==> config.mk <==
export PLATFORM = sky130hd
export DESIGN_NAME = ugc_global_ctl
export DESIGN_NICKNAME = d
export VERILOG_FILES = /design/src/ugc_pkg.sv /design/src/ugc_pair_buf.sv /design/src/ugc_global_ctl.sv
export VERILOG_INCLUDE_DIRS = /design/src
export SDC_FILE = /design/constraint.sdc
export NUM_CORES = 1
export LEC_CHECK = 0
export BUFFER_PORTS_ARGS = -buffer_cell sky130_fd_sc_hd__buf_2
export CAP_MARGIN = 5
export CORE_AREA = 4 4 125 127
export CTS_BUF_LIST = sky130_fd_sc_hd__clkbuf_8 sky130_fd_sc_hd__clkbuf_16
export DETAILED_ROUTE_END_ITERATION = 10
export DIE_AREA = 0 0 129 131
export MAX_ROUTING_LAYER = met4
export PLACE_DENSITY = 0.63
export SLEW_MARGIN = 10
export SYNTH_ARGS = -nofsm -noshare
export SYNTH_HDL_FRONTEND = slang
export SYNTH_SLANG_ARGS = --single-unit
==> constraint.sdc <==
create_clock -name CORE_CLK -period 1.6 [get_ports CORE_CLK]
set_clock_uncertainty 0.05 [all_clocks]
set_input_delay 0.16 -clock CORE_CLK [delete_from_list [all_inputs] [get_ports CORE_CLK]]
set_output_delay 0.16 -clock CORE_CLK [all_outputs]
set_load 0.01 [all_outputs]
==> src/ugc_defines.svh <==
// Contract
// [RQ1] CPU writes endpoint select 0-7 first.
// [RQ2] Direction bit: zero OUT, one IN.
// [RQ3] Each SOF loads 11-bit frame number.
// [RQ4] Frame split low/high; high top bits zero.
// [RQ5] Missed SOF increments stored frame count.
// [RQ6] Internal increment wraps at eleven bits.
// [RQ7] Host address captured, bit seven reads zero.
// [RQ8] Answer only tokens to own address.
// [RQ9] Re-enumeration clears address to zero.
// [RQ10] Empty iso IN, flag clear: no response.
// [RQ11] Empty iso IN, flag set: zero-length packet.
// [RQ12] Bits five-three pair bulk OUT endpoints.
// [RQ13] Bits two-zero pair bulk IN endpoints.
// [RQ14] Even endpoint busy/irq look single-buffered.
// [RQ15] CPU leaves paired odd endpoint unused.
// [RQ16] Even OUT byte count write switches buffers.
// [RQ17] Invalid endpoint gets no response at all.
// [RQ18] Enable bits reset to default configuration.
`ifndef UGC_DEFINES_SVH
`define UGC_DEFINES_SVH

// Register byte addresses on the CPU port.
`define UGC_ADDR_TOGGLE_CTL     16'h7fd7
`define UGC_ADDR_FRAME_LOW      16'h7fd8
`define UGC_ADDR_FRAME_HIGH     16'h7fd9
`define UGC_ADDR_DEV_ADDR       16'h7fdb
`define UGC_ADDR_PAIR_CTL       16'h7fdd
`define UGC_ADDR_BULK_IN_EN     16'h7fde
`define UGC_ADDR_BULK_OUT_EN    16'h7fdf
`define UGC_ADDR_ISO_IN_EN      16'h7fe0

// Reset values.
`define UGC_RST_BULK_IN_EN      8'h57
`define UGC_RST_BULK_OUT_EN     8'h55
`define UGC_RST_ISO_IN_EN       8'h07
`define UGC_RST_PAIR_CTL        8'h00
`define UGC_RST_FRAME           11'h000
`define UGC_RST_DEV_ADDR        7'h00

// Field positions and pair count.
`define UGC_PAIR_ZLP_BIT        7
`define UGC_PAIR_SPARE_BIT      6
`define UGC_TOG_VALUE_BIT       7
`define UGC_TOG_SET_BIT         6
`define UGC_TOG_CLR_BIT         5
`define UGC_TOG_DIR_BIT         4
`define UGC_NUM_PAIRS           6

`endif

==> src/ugc_pkg.sv <==
package ugc_pkg;

  // Kind of answer given to a token.
  typedef enum logic [1:0] {
    UGC_RESP_IGNORE,
    UGC_RESP_SILENT,
    UGC_RESP_ZLP,
    UGC_RESP_NORMAL
  } ugc_resp_kind_t;

  // Frame marker from the packet decoder.
  typedef struct packed {
    logic        valid;
    logic        missed;
    logic [10:0] frame;
  } ugc_sof_t;

  // Address assignment and re-enumeration events.
  typedef struct packed {
    logic       set_valid;
    logic [6:0] set_addr;
    logic       renum;
  } ugc_addr_evt_t;

  // Decoded token to be judged.
  typedef struct packed {
    logic       valid;
    logic [6:0] addr;
    logic [3:0] ep;
    logic       is_in;
    logic       fifo_empty;
  } ugc_tok_t;

  // Verdict on the last token.
  typedef struct packed {
    logic           done;
    ugc_resp_kind_t kind;
  } ugc_resp_t;

  // Bulk endpoint event: transfer done or byte count written.
  typedef struct packed {
    logic       valid;
    logic       is_in;
    logic [2:0] ep;
  } ugc_ep_evt_t;

  // Data toggle command to the toggle store.
  typedef struct packed {
    logic       set;
    logic       clear;
    logic       is_in;
    logic [2:0] ep;
  } ugc_tog_t;

  // State of one ping-pong buffer pair.
  typedef struct packed {
    logic [1:0] full;
    logic       prod_ptr;
    logic       cons_ptr;
    logic       avail;
    logic       space;
  } ugc_pair_state_t;

endpackage

==> src/ugc_pair_buf.sv <==
`timescale 1ns/100ps
`include "ugc_defines.svh"
module ugc_pair_buf (
  // Clock and reset.
  input  wire logic clk,
  input  wire logic rst_n,
  // Pair control and events.
  input  wire logic enable,
  input  wire logic produce,
  input  wire logic consume,
  // Registered status.
  output logic      avail,
  output logic      space,
  output logic      prod_buf,
  output logic      cons_buf
);

  ugc_pkg::ugc_pair_state_t st;       // Current state.
  ugc_pkg::ugc_pair_state_t next_st;  // Next state.

  // Producer fills the buffer it points at, consumer drains its own; each flips on use.
  always_comb begin
    next_st = st;
    if (!enable) begin
      // A disabled pair holds no data and offers room.
      next_st.full     = 2'h0;
      next_st.prod_ptr = 1'b0;
      next_st.cons_ptr = 1'b0;
    end else begin
      if (produce && !st.full[st.prod_ptr]) begin
        next_st.full[st.prod_ptr] = 1'b1;
        next_st.prod_ptr          = ~st.prod_ptr;
      end
      if (consume && st.full[st.cons_ptr]) begin
        next_st.full[st.cons_ptr] = 1'b0; // [RQ16]
        next_st.cons_ptr          = ~st.cons_ptr; // [RQ16]
      end
    end
    next_st.avail = next_st.full[next_st.cons_ptr];
    next_st.space = ~next_st.full[next_st.prod_ptr];
  end

  // State register with synchronous reset.
  always_ff @(posedge clk) begin
    if (!rst_n) begin
      st <= '{full: 2'h0, prod_ptr: 1'b0, cons_ptr: 1'b0, avail: 1'b0, space: 1'b1};
    end else begin
      st <= next_st;
    end
  end

  assign avail    = st.avail;
  assign space    = st.space;
  assign prod_buf = st.prod_ptr;
  assign cons_buf = st.cons_ptr;

endmodule

==> src/ugc_global_ctl.sv <==
`timescale 1ns/100ps
`include "ugc_defines.svh"
module ugc_global_ctl #(
  parameter int ADDR_W = 16
) (
  // Clock and reset.
  input  wire logic                   CORE_CLK,
  input  wire logic                   RST_N,
  // CPU register port.
  input  wire logic [ADDR_W-1:0]      REG_ADDR,
  input  wire logic [7:0]             REG_WDATA,
  input  wire logic                   REG_WR,
  input  wire logic                   REG_RD,
  output logic      [7:0]             REG_RDATA,
  // Frame and address events from the packet decoder.
  input  wire ugc_pkg::ugc_sof_t      SOF,
  input  wire ugc_pkg::ugc_addr_evt_t ADDR_EVT,
  // Token judgement.
  input  wire ugc_pkg::ugc_tok_t      TOK,
  output ugc_pkg::ugc_resp_t          RESP,
  // Bulk transfer completions and byte count writes.
  input  wire ugc_pkg::ugc_ep_evt_t   XFER_DONE,
  input  wire ugc_pkg::ugc_ep_evt_t   BC_WRITE,
  // Pair status, index 0-2 IN pairs, 3-5 OUT pairs.
  output logic      [5:0]             PAIR_CPU_BUSY,
  output logic      [5:0]             PAIR_CPU_IRQ,
  output logic      [5:0]             PAIR_USB_NAK,
  output logic      [5:0]             PAIR_CPU_BUF,
  output logic      [5:0]             PAIR_USB_BUF,
  // Data toggle store.
  input  wire logic                   TOGGLE_VALUE,
  output ugc_pkg::ugc_tog_t           TOGGLE
);

  // The decode compares the low 16 bits of the port address.
  if (ADDR_W < 16) begin : g_chk
    $error("ADDR_W must be at least 16");
  end

  // All module state in one record.
  typedef struct packed {
    logic [10:0]        frame;      // Frame number.
    logic [6:0]         dev_addr;   // Assigned device address.
    logic [7:0]         pair_ctl;   // Zero-length flag, spare, pair enables.
    logic [7:0]         bulk_in;    // Bulk IN enables.
    logic [7:0]         bulk_out;   // Bulk OUT enables.
    logic [7:0]         iso_in;     // Iso IN enables.
    logic               tog_dir;    // Toggle select direction.
    logic [2:0]         tog_ep;     // Toggle select endpoint.
    ugc_pkg::ugc_tog_t  tog;        // Toggle command outputs.
    ugc_pkg::ugc_resp_t resp;       // Token verdict outputs.
    logic [7:0]         rdata;      // Read data.
    logic [5:0]         busy;       // CPU busy per pair.
    logic [5:0]         irq;        // CPU ready pulse per pair.
    logic [5:0]         nak;        // USB refuse per pair.
  } ugc_state_t;

  ugc_state_t st;       // Current state.
  ugc_state_t next_st;  // Next state.

  logic [5:0] cpu_ready;  // Pair has something for the CPU side.
  logic [5:0] usb_ready;  // Pair can serve the USB side.
  logic [5:0] prod_buf;   // Producer buffer per pair.
  logic [5:0] cons_buf;   // Consumer buffer per pair.
  logic [5:0] pair_avail; // Data waiting per pair.
  logic [5:0] pair_space; // Room left per pair.
  logic       ep_enabled; // Addressed endpoint is enabled.
  logic [7:0] wsel;       // Write strobe per register.

  // Per-pair ping-pong trackers; IN pairs are filled by the CPU, OUT pairs by USB.
  for (genvar g = 0; g < `UGC_NUM_PAIRS; g++) begin : g_pair
    localparam logic [2:0] EVEN_EP = 3'((g % 3) * 2 + 2);
    localparam logic       IS_IN   = (g < 3);
    logic bc_hit;
    logic xf_hit;
    assign bc_hit = BC_WRITE.valid && (BC_WRITE.is_in == IS_IN) && (BC_WRITE.ep == EVEN_EP);
    assign xf_hit = XFER_DONE.valid && (XFER_DONE.is_in == IS_IN) && (XFER_DONE.ep == EVEN_EP);
    ugc_pair_buf u_buf (
      .clk      (CORE_CLK),
      .rst_n    (RST_N),
      .enable   (st.pair_ctl[g]), // [RQ12] [RQ13]
      .produce  (IS_IN ? bc_hit : xf_hit),
      .consume  (IS_IN ? xf_hit : bc_hit), // [RQ16]
      .avail    (pair_avail[g]),
      .space    (pair_space[g]),
      .prod_buf (prod_buf[g]),
      .cons_buf (cons_buf[g])
    );
    // CPU side owns the producer end of IN pairs and the consumer end of OUT pairs.
    if (IS_IN) begin : g_in
      assign cpu_ready[g]    = pair_space[g];
      assign usb_ready[g]    = pair_avail[g];
      assign PAIR_CPU_BUF[g] = prod_buf[g];
      assign PAIR_USB_BUF[g] = cons_buf[g];
    end else begin : g_out
      assign cpu_ready[g]    = pair_avail[g];
      assign usb_ready[g]    = pair_space[g];
      assign PAIR_CPU_BUF[g] = cons_buf[g];
      assign PAIR_USB_BUF[g] = prod_buf[g];
    end
  end

  // Enable bit of the endpoint named by the token.
  always_comb begin
    ep_enabled = 1'b1;
    if (!TOK.ep[3]) begin
      ep_enabled = TOK.is_in ? st.bulk_in[TOK.ep[2:0]] : st.bulk_out[TOK.ep[2:0]];
    end else if (TOK.is_in) begin
      ep_enabled = st.iso_in[TOK.ep[2:0]];
    end
  end

  // Write strobes decoded per register.
  always_comb begin
    wsel    = 8'h00;
    wsel[0] = REG_WR && (REG_ADDR[15:0] == `UGC_ADDR_TOGGLE_CTL);
    wsel[1] = REG_WR && (REG_ADDR[15:0] == `UGC_ADDR_PAIR_CTL);
    wsel[2] = REG_WR && (REG_ADDR[15:0] == `UGC_ADDR_BULK_IN_EN);
    wsel[3] = REG_WR && (REG_ADDR[15:0] == `UGC_ADDR_BULK_OUT_EN);
    wsel[4] = REG_WR && (REG_ADDR[15:0] == `UGC_ADDR_ISO_IN_EN);
  end

  // Next-state logic for every register and output.
  always_comb begin
    next_st = st;

    // Frame number: a received marker loads, a missed one counts on.
    if (SOF.valid) begin
      next_st.frame = SOF.frame; // [RQ3]
    end else if (SOF.missed) begin
      next_st.frame = st.frame + 11'h001; // [RQ5] [RQ6]
    end

    // Device address: a new assignment wins over a clear in the same cycle.
    if (ADDR_EVT.set_valid) begin
      next_st.dev_addr = ADDR_EVT.set_addr; // [RQ7]
    end else if (ADDR_EVT.renum) begin
      next_st.dev_addr = `UGC_RST_DEV_ADDR; // [RQ9]
    end

    // Software-written control registers.
    if (wsel[1]) begin
      next_st.pair_ctl = REG_WDATA; // [RQ12] [RQ13]
    end
    if (wsel[2]) begin
      next_st.bulk_in = REG_WDATA;
    end
    if (wsel[3]) begin
      next_st.bulk_out = REG_WDATA;
    end
    if (wsel[4]) begin
      next_st.iso_in = REG_WDATA;
    end

    // Toggle control: select fields are stored, set and clear become one-cycle pulses.
    next_st.tog.set   = 1'b0;
    next_st.tog.clear = 1'b0;
    if (wsel[0]) begin
      next_st.tog_dir   = REG_WDATA[`UGC_TOG_DIR_BIT]; // [RQ2]
      next_st.tog_ep    = REG_WDATA[2:0]; // [RQ1]
      next_st.tog.clear = REG_WDATA[`UGC_TOG_CLR_BIT];
      next_st.tog.set   = REG_WDATA[`UGC_TOG_SET_BIT] && !REG_WDATA[`UGC_TOG_CLR_BIT];
      next_st.tog.is_in = REG_WDATA[`UGC_TOG_DIR_BIT]; // [RQ2]
      next_st.tog.ep    = REG_WDATA[2:0]; // [RQ1]
    end

    // Token verdict, one cycle after the token.
    next_st.resp.done = TOK.valid;
    if (TOK.valid) begin
      if (TOK.addr != st.dev_addr) begin
        next_st.resp.kind = ugc_pkg::UGC_RESP_IGNORE; // [RQ8]
      end else if (!ep_enabled) begin
        next_st.resp.kind = ugc_pkg::UGC_RESP_SILENT; // [RQ17]
      end else if (TOK.is_in && TOK.ep[3] && TOK.fifo_empty) begin
        if (st.pair_ctl[`UGC_PAIR_ZLP_BIT]) begin
          next_st.resp.kind = ugc_pkg::UGC_RESP_ZLP; // [RQ11]
        end else begin
          next_st.resp.kind = ugc_pkg::UGC_RESP_SILENT; // [RQ10]
        end
      end else begin
        next_st.resp.kind = ugc_pkg::UGC_RESP_NORMAL;
      end
    end

    // Even endpoint status for paired endpoints, shaped like a single buffer.
    next_st.busy = ~cpu_ready; // [RQ14]
    next_st.irq  = cpu_ready & st.busy & st.pair_ctl[5:0]; // [RQ14]
    next_st.nak  = ~usb_ready;

    // Read data stands for the one cycle after the read strobe.
    next_st.rdata = 8'h00;
    if (REG_RD) begin
      case (REG_ADDR[15:0])
        `UGC_ADDR_TOGGLE_CTL: begin
          next_st.rdata = {TOGGLE_VALUE, 2'h0, st.tog_dir, 1'b0, st.tog_ep};
        end
        `UGC_ADDR_FRAME_LOW: begin
          next_st.rdata = st.frame[7:0]; // [RQ4]
        end
        `UGC_ADDR_FRAME_HIGH: begin
          next_st.rdata = {5'h00, st.frame[10:8]}; // [RQ4]
        end
        `UGC_ADDR_DEV_ADDR: begin
          next_st.rdata = {1'b0, st.dev_addr}; // [RQ7]
        end
        `UGC_ADDR_PAIR_CTL: begin
          next_st.rdata = st.pair_ctl;
        end
        `UGC_ADDR_BULK_IN_EN: begin
          next_st.rdata = st.bulk_in;
        end
        `UGC_ADDR_BULK_OUT_EN: begin
          next_st.rdata = st.bulk_out;
        end
        `UGC_ADDR_ISO_IN_EN: begin
          next_st.rdata = st.iso_in;
        end
        default: begin
          next_st.rdata = 8'h00;
        end
      endcase
    end
  end

  // State register with synchronous reset to the default configuration.
  always_ff @(posedge CORE_CLK) begin
    if (!RST_N) begin
      st          <= '0;
      st.frame    <= `UGC_RST_FRAME;
      st.dev_addr <= `UGC_RST_DEV_ADDR;
      st.pair_ctl <= `UGC_RST_PAIR_CTL;
      st.bulk_in  <= `UGC_RST_BULK_IN_EN; // [RQ18]
      st.bulk_out <= `UGC_RST_BULK_OUT_EN; // [RQ18]
      st.iso_in   <= `UGC_RST_ISO_IN_EN; // [RQ18]
      st.busy     <= 6'h3f;
      st.nak      <= 6'h3f;
    end else begin
      st <= next_st;
    end
  end

  // Outputs taken straight from the state register.
  assign REG_RDATA     = st.rdata;
  assign RESP          = st.resp;
  assign TOGGLE        = st.tog;
  assign PAIR_CPU_BUSY = st.busy;
  assign PAIR_CPU_IRQ  = st.irq;
  assign PAIR_USB_NAK  = st.nak;

endmodule

== Word level (Yosys, flattened, before mapping) ==
Cells that the tools add are included.
Operators by class
  muxes and demuxes: 120
  order comparisons: 37
  reductions and logical operators: 59
  add/sub/neg operators: 1
  equality and inequality tests: 15
  bitwise operators: 42
Operator list (number)
  == test 16 x 15 -> 1 bit (second input constant): 8
  2-to-1 mux 1 bit: 72
  case mux 8 bit (8 select lines): 1
  logical AND 1 bit: 48
  < comparator 1 x 2 -> 1 bit (second input constant): 24
  2-to-1 mux 3 bit: 12
  2-to-1 mux 4 bit: 6
  2-to-1 mux 11 bit: 2
  2-to-1 mux 2 bit: 10
  inverter 1 bit: 20
  2-to-1 mux 7 bit: 2
  bitwise AND 2 bit: 6
  bitwise AND 6 bit: 2
  demux 1 bit (select 1 bit): 12
  == test 3 bit (second input constant): 4
  greater-or-equal comparator 1 bit (second input constant): 12
  inverter 2 bit: 6
  inverter 6 bit: 2
  OR 2 bit: 6
  adder 11 x 1 -> 11 bit (second input constant): 1
  binary-select mux 1 bit (select 3 bit): 3
  zero test 1 bit: 7
  != test 7 bit: 1
  == test 3 x 2 -> 1 bit (second input constant): 2
  other kinds (3): 5
Word-level totals
  bits of input ports: 75
  output and inout port bits: 47
  register bits: 121
  word-level logic and storage cells: 320

== Depth between registers and ports, before layout ==
  depth after elaboration: 13
  depth in mapped cells: 7

== By module ==
Synthesis repeated with hierarchy kept, for this count alone.
Unflattened totals
  cell total of the unflattened synthesis: 650
  area, all modules: 5929.4 um^2
By module, submodules not included
  ugc_global_ctl: sequential area each 1701.6 um^2, cells each 482, instances 1, area each 4367.9 um^2
  ugc_pair_buf (g_pair[1].u_buf ...): sequential area each 120.1 um^2, cells each 28, instances 4, area each 252.7 um^2
  ugc_pair_buf (g_pair[0].u_buf ...): sequential area each 120.1 um^2, cells each 28, instances 2, area each 275.3 um^2

== Least setup slack after synthesis ==
No wires, ideal clock.
  path type: input -> register
  start: input REG_ADDR[15]
  end: register st[53] (netlist name)
  setup slack: -65 ps
  path buffers: 1
  cell stages on the path: 6
  arrival: 1475 ps
  cells stage by stage: nand4b_2 nor4_1 buf_2 nand3_1 nand2_1 o211ai_1
Between the ends
  word-level cells in the longest chain between the ends: 2
RTL lines
  from (decl): RTL line ugc_global_ctl.sv:10  | input wire logic [ADDR_W-1:0] REG_ADDR,
  == test 16 x 15 -> 1 bit
  logical AND 1 bit: RTL line ugc_global_ctl.sv:119  | wsel[3] = REG_WR && (REG_ADDR[15:0] == `UGC_ADDR_BULK_OUT_EN);
  to (signal assigned): RTL line ugc_global_ctl.sv:238  | st <= next_st;
  to (decl): RTL line ugc_global_ctl.sv:58  | ugc_state_t st;
No other way between the ends.
A chain may end at the register's enable or synchronous reset.

== Final worst setup path ==
  start: register st[54] (netlist name)
  end: register st (netlist bit RESP[1])
Between the ends
  word-level cells in the longest chain between the ends: 6
RTL lines
  binary-select mux 1 bit (select 3 bit): RTL line ugc_global_ctl.sv:107  | ep_enabled = TOK.is_in ? st.bulk_in[TOK.ep[2:0]] : st.bulk_out[TOK.ep[2:0]];
  2-to-1 mux 1 bit (implied by the code): RTL line ugc_global_ctl.sv:107
  2-to-1 mux 1 bit: RTL line ugc_global_ctl.sv:107
  2-to-1 mux 1 bit: RTL line ugc_global_ctl.sv:106  | if (!TOK.ep[3]) begin
  2-to-1 mux 2 bit: RTL line ugc_global_ctl.sv:172  | end else if (!ep_enabled) begin
  2-to-1 mux 2 bit: RTL line ugc_global_ctl.sv:170  | if (TOK.addr != st.dev_addr) begin
No other way between the ends. The select of a mux whose other input is x is not followed.

==> impl_metrics.csv <==
group,metric,value,unit
outcome,status,"complete, no violations",
clocking,cts_tree,"done",
drt,route.vias.total,5470,
die,die_area,16900,um^2
placement,dp_worst_setup_slack,-203,ps
synth,synth_edf_count,0,
synth,synth_nets,747,
cells_and_area,insertedDiodeCount,0,
grt,antenna_found_initial,0,
grt,grt_use_met2,34.6,%
die,initial_core_util,39.7,%
clocking,cts.path.max_buffers,2,
clocking,clockRootBuffer,"clkbuf_16",
synth,ys_seq_elements,121,
drt,dr.pass1.iters,5,
synth,ys_types,62,
power_and_ir_drop,pwr-share-seq,40.9,%
drt,routedWlPerCell,16.4,um
drt,ant_nets,0,
synth,synth_simple_gate_area_share,23.7,%
timing,fin_setup_tns,0,ps
synth,synth-async-reset-ratio,0,%
synth,synthFlopType,"dfxtp_1",
die,chipWidth,129,um
cells_and_area,final_area,7650,um^2
cells_and_area,syn_to_final_growth,33.5,%
power_and_ir_drop,ir_drop,830,uV
grt,grt_pass1_wl,26600,um
synth,synth_top_family_by_area,"simple AND/OR/NAND/NOR gates",
grt,grt_busiest_layer,"met2",
timing,layout_min_cycle_time,1600,ps
die,core_area,14400,um^2
synth,synthMuxAreaShare,6.24,%
grt,grt.total_usage,20.6,%
timing,timing.fmax,626,MHz
setup_path,worstPathCellList,"mux4_2 > mux2_2 > o31ai_1 > o21ai_1",
grt,grt.met1_usage,24.2,%
power_and_ir_drop,p_leak,3.23,nW
placement,dp_hpwl,12800,um
grt,grt_overflow,0,
drt,drc,0,
power_and_ir_drop,pwr_density_cell,987,nW/um^2
synth,synth-compound-area-share,14.7,%
clocking,path_clk_slew,50,ps
cells_and_area,layout-drive-gt1-share,31.1,%
timing,setup_ws,3.27,ps
setup_path,crit_type,"reg -> reg",
power_and_ir_drop,switchingPower,1.63,mW
grt,grt_max_degree,42,
setup_path,required,1840,ps
die,dieHeight,131,um
clocking,cts_made_buffers,17,
setup_path,cp-end-kind,"flop",
drt,vias_per_cell,5.31,
setup_path,cp-start-kind,"flop",
synth,synthAdderAreaFrac,0.218,%
power_and_ir_drop,p_int,5.92,mW
die,rows,44,
clocking,cts.sinks,121,
cells_and_area,layout_common_cells,"buf_2 (120), dfxtp_1 (119), nand2_1 (110)",
power_and_ir_drop,p_comb_share,7.5,%
timing,fin_crit_sh,99.8,%
placement,gp_congestion,0.881,
timing,finalMaxSlewViolations,0,
synth,synthXorXnorAreaFrac,3.21,%
clocking,cts_max_level,4,
cells_and_area,nNetsFinal,910,
setup_path,path_max_fanout,3,
power_and_ir_drop,switching_share,21.6,%
placement,place_area,6730,um^2
die,ios,122,
grt,grtUsageMet3,4.59,%
cells_and_area,layout_commonest_cell,"buf_2",
synth,ys_warn_count,0,
setup_path,critical_path_arrival,1830,ps
synth,syn_avg_cell_area,8.54,um^2
grt,grt_pass1_vias,5430,
synth,ys_seq_area_share,42.3,%
timing,finalSetupViolCount,0,
worst_hold_path,hold_path.class,"in -> reg",
timing,relSlewSlack,68.5,%
placement,portBuffers,121,
setup_path,crit_path_top_delay_cell,"mux4_2",
clocking,insertion_delay,410,ps
drt,drt-initial-drc-count,353,
synth,syn_inst,671,
setup_path,slowest_delay,470,ps
flow_run,drv_cap,0,
timing,hold_viol,0,
timing,worst_slew_pin_slew,466,ps
timing,rsz0062_at_grt,"true",
power_and_ir_drop,clkPwrFrac,51.6,%
drt,routed_wl,16900,um
synth,synthesis.area,5730,um^2
[final cells by class]
cell class | instances | area [um^2]
clock buffer | 21 | 480
clock inverter | 11 | 129
fill | 1313 | 6770
inverter | 23 | 86.3
multi-input combinational | 451 | 2840
sequential | 121 | 2420
tap | 184 | 230
timing repair buffer | 220 | 1470
[final timing paths]
path	start	endpoint	slack, ps	cells past startpoint
worst max-delay path	st[54]	RESP[1]	3	4
worst min-delay path	REG_WDATA[5]	TOGGLE[5]	10	2
worst max register to register	st[54]	RESP[1]	3	4
worst min register to register	g_pair[4].u_buf.space	PAIR_USB_NAK[4]	310	1
[registers in the layout, summed over array words and instances (netlist names)]
name and flops:
g_pair.u_buf.prod_buf 6, g_pair.u_buf.avail 6, st 50, REG_RDATA 8, g_pair.u_buf.st 12, PAIR_CPU_IRQ 6, g_pair.u_buf.space 6, PAIR_USB_NAK 6
PAIR_CPU_BUSY 6, RESP 3, g_pair.u_buf.cons_buf 6, TOGGLE 6
[synth_stat cells (all sizes together) (5+ instances only)]
cell type  number  area (um^2)
xor2           15          131
a21oi          59          295
nand2b          5         31.3
nor2b           7         43.8
nor3b          12         90.1
buf            53          380
nor4            6         67.6
clkbuf         23         87.6
nand4           7         43.8
inv            21         78.8
nor2           48          180
nand2         111          417
dfxtp         121         2420
xnor2           6         52.6
mux2           10          113
mux2i          11          110
and2            6         37.5
o21ai          14         70.1
nor3            9         50.1
mux4            6          135
a22o            6         52.6
nand3          36          180
a22oi          12         90.1
a31oi           5         31.3
[stage by stage]
stage	hold WS [ps]	utilization (%)	total power, mW	std cells
after floorplan	189	-	3.38	671
after global placement	296	46.7	3.64	974
after detailed placement	299	46.7	3.65	974
after CTS	0.601	52.7	7.63	1030
after global routing	5.84	53.1	7.81	1031
final	12.0	53.1	7.55	1031
[critical path, delay by kind of cell (launching register included)]
family	cells	cell delay, ps
AO/OA/AOI/OAI	2	350
flip-flops	1	330
multiplexers	2	750
[repair_timing]
| item | CTS | global route |
|---|---|---|
| buffers inserted | 0 | 1 |
| hold buffers | 24 | 0 |
| gates resized for setup | 4 | 11 |
| endpoints found under the hold margin | 30 | 0 |
| pin swaps | 1 | 3 |
| endpoints found under the setup margin | 3 | 9 |
[metal layers]
layer,up-vias,wire length [um]
li1,2650,-
met1,2589,7030
met2,204,8450
met3,27,1040
met4,0,376
met5,-,0
[power by group through the flow]
stage	registers [mW]	logic [mW]	clock network [mW]
after floorplan	3.14	0.247	0
after global placement	3.15	0.494	0
after detailed placement	3.15	0.507	0
after CTS	3.08	0.561	3.98
after global routing	3.09	0.618	4.10
final	3.09	0.565	3.90
[kinds of logic after synthesis]
group,Yosys count
xor+xnor,21
fa+ha+maj,1
simple gates,271
buf+inv,99
flops,121
compound gates,131
mux,27
Power figures use the tool's default switching activity.
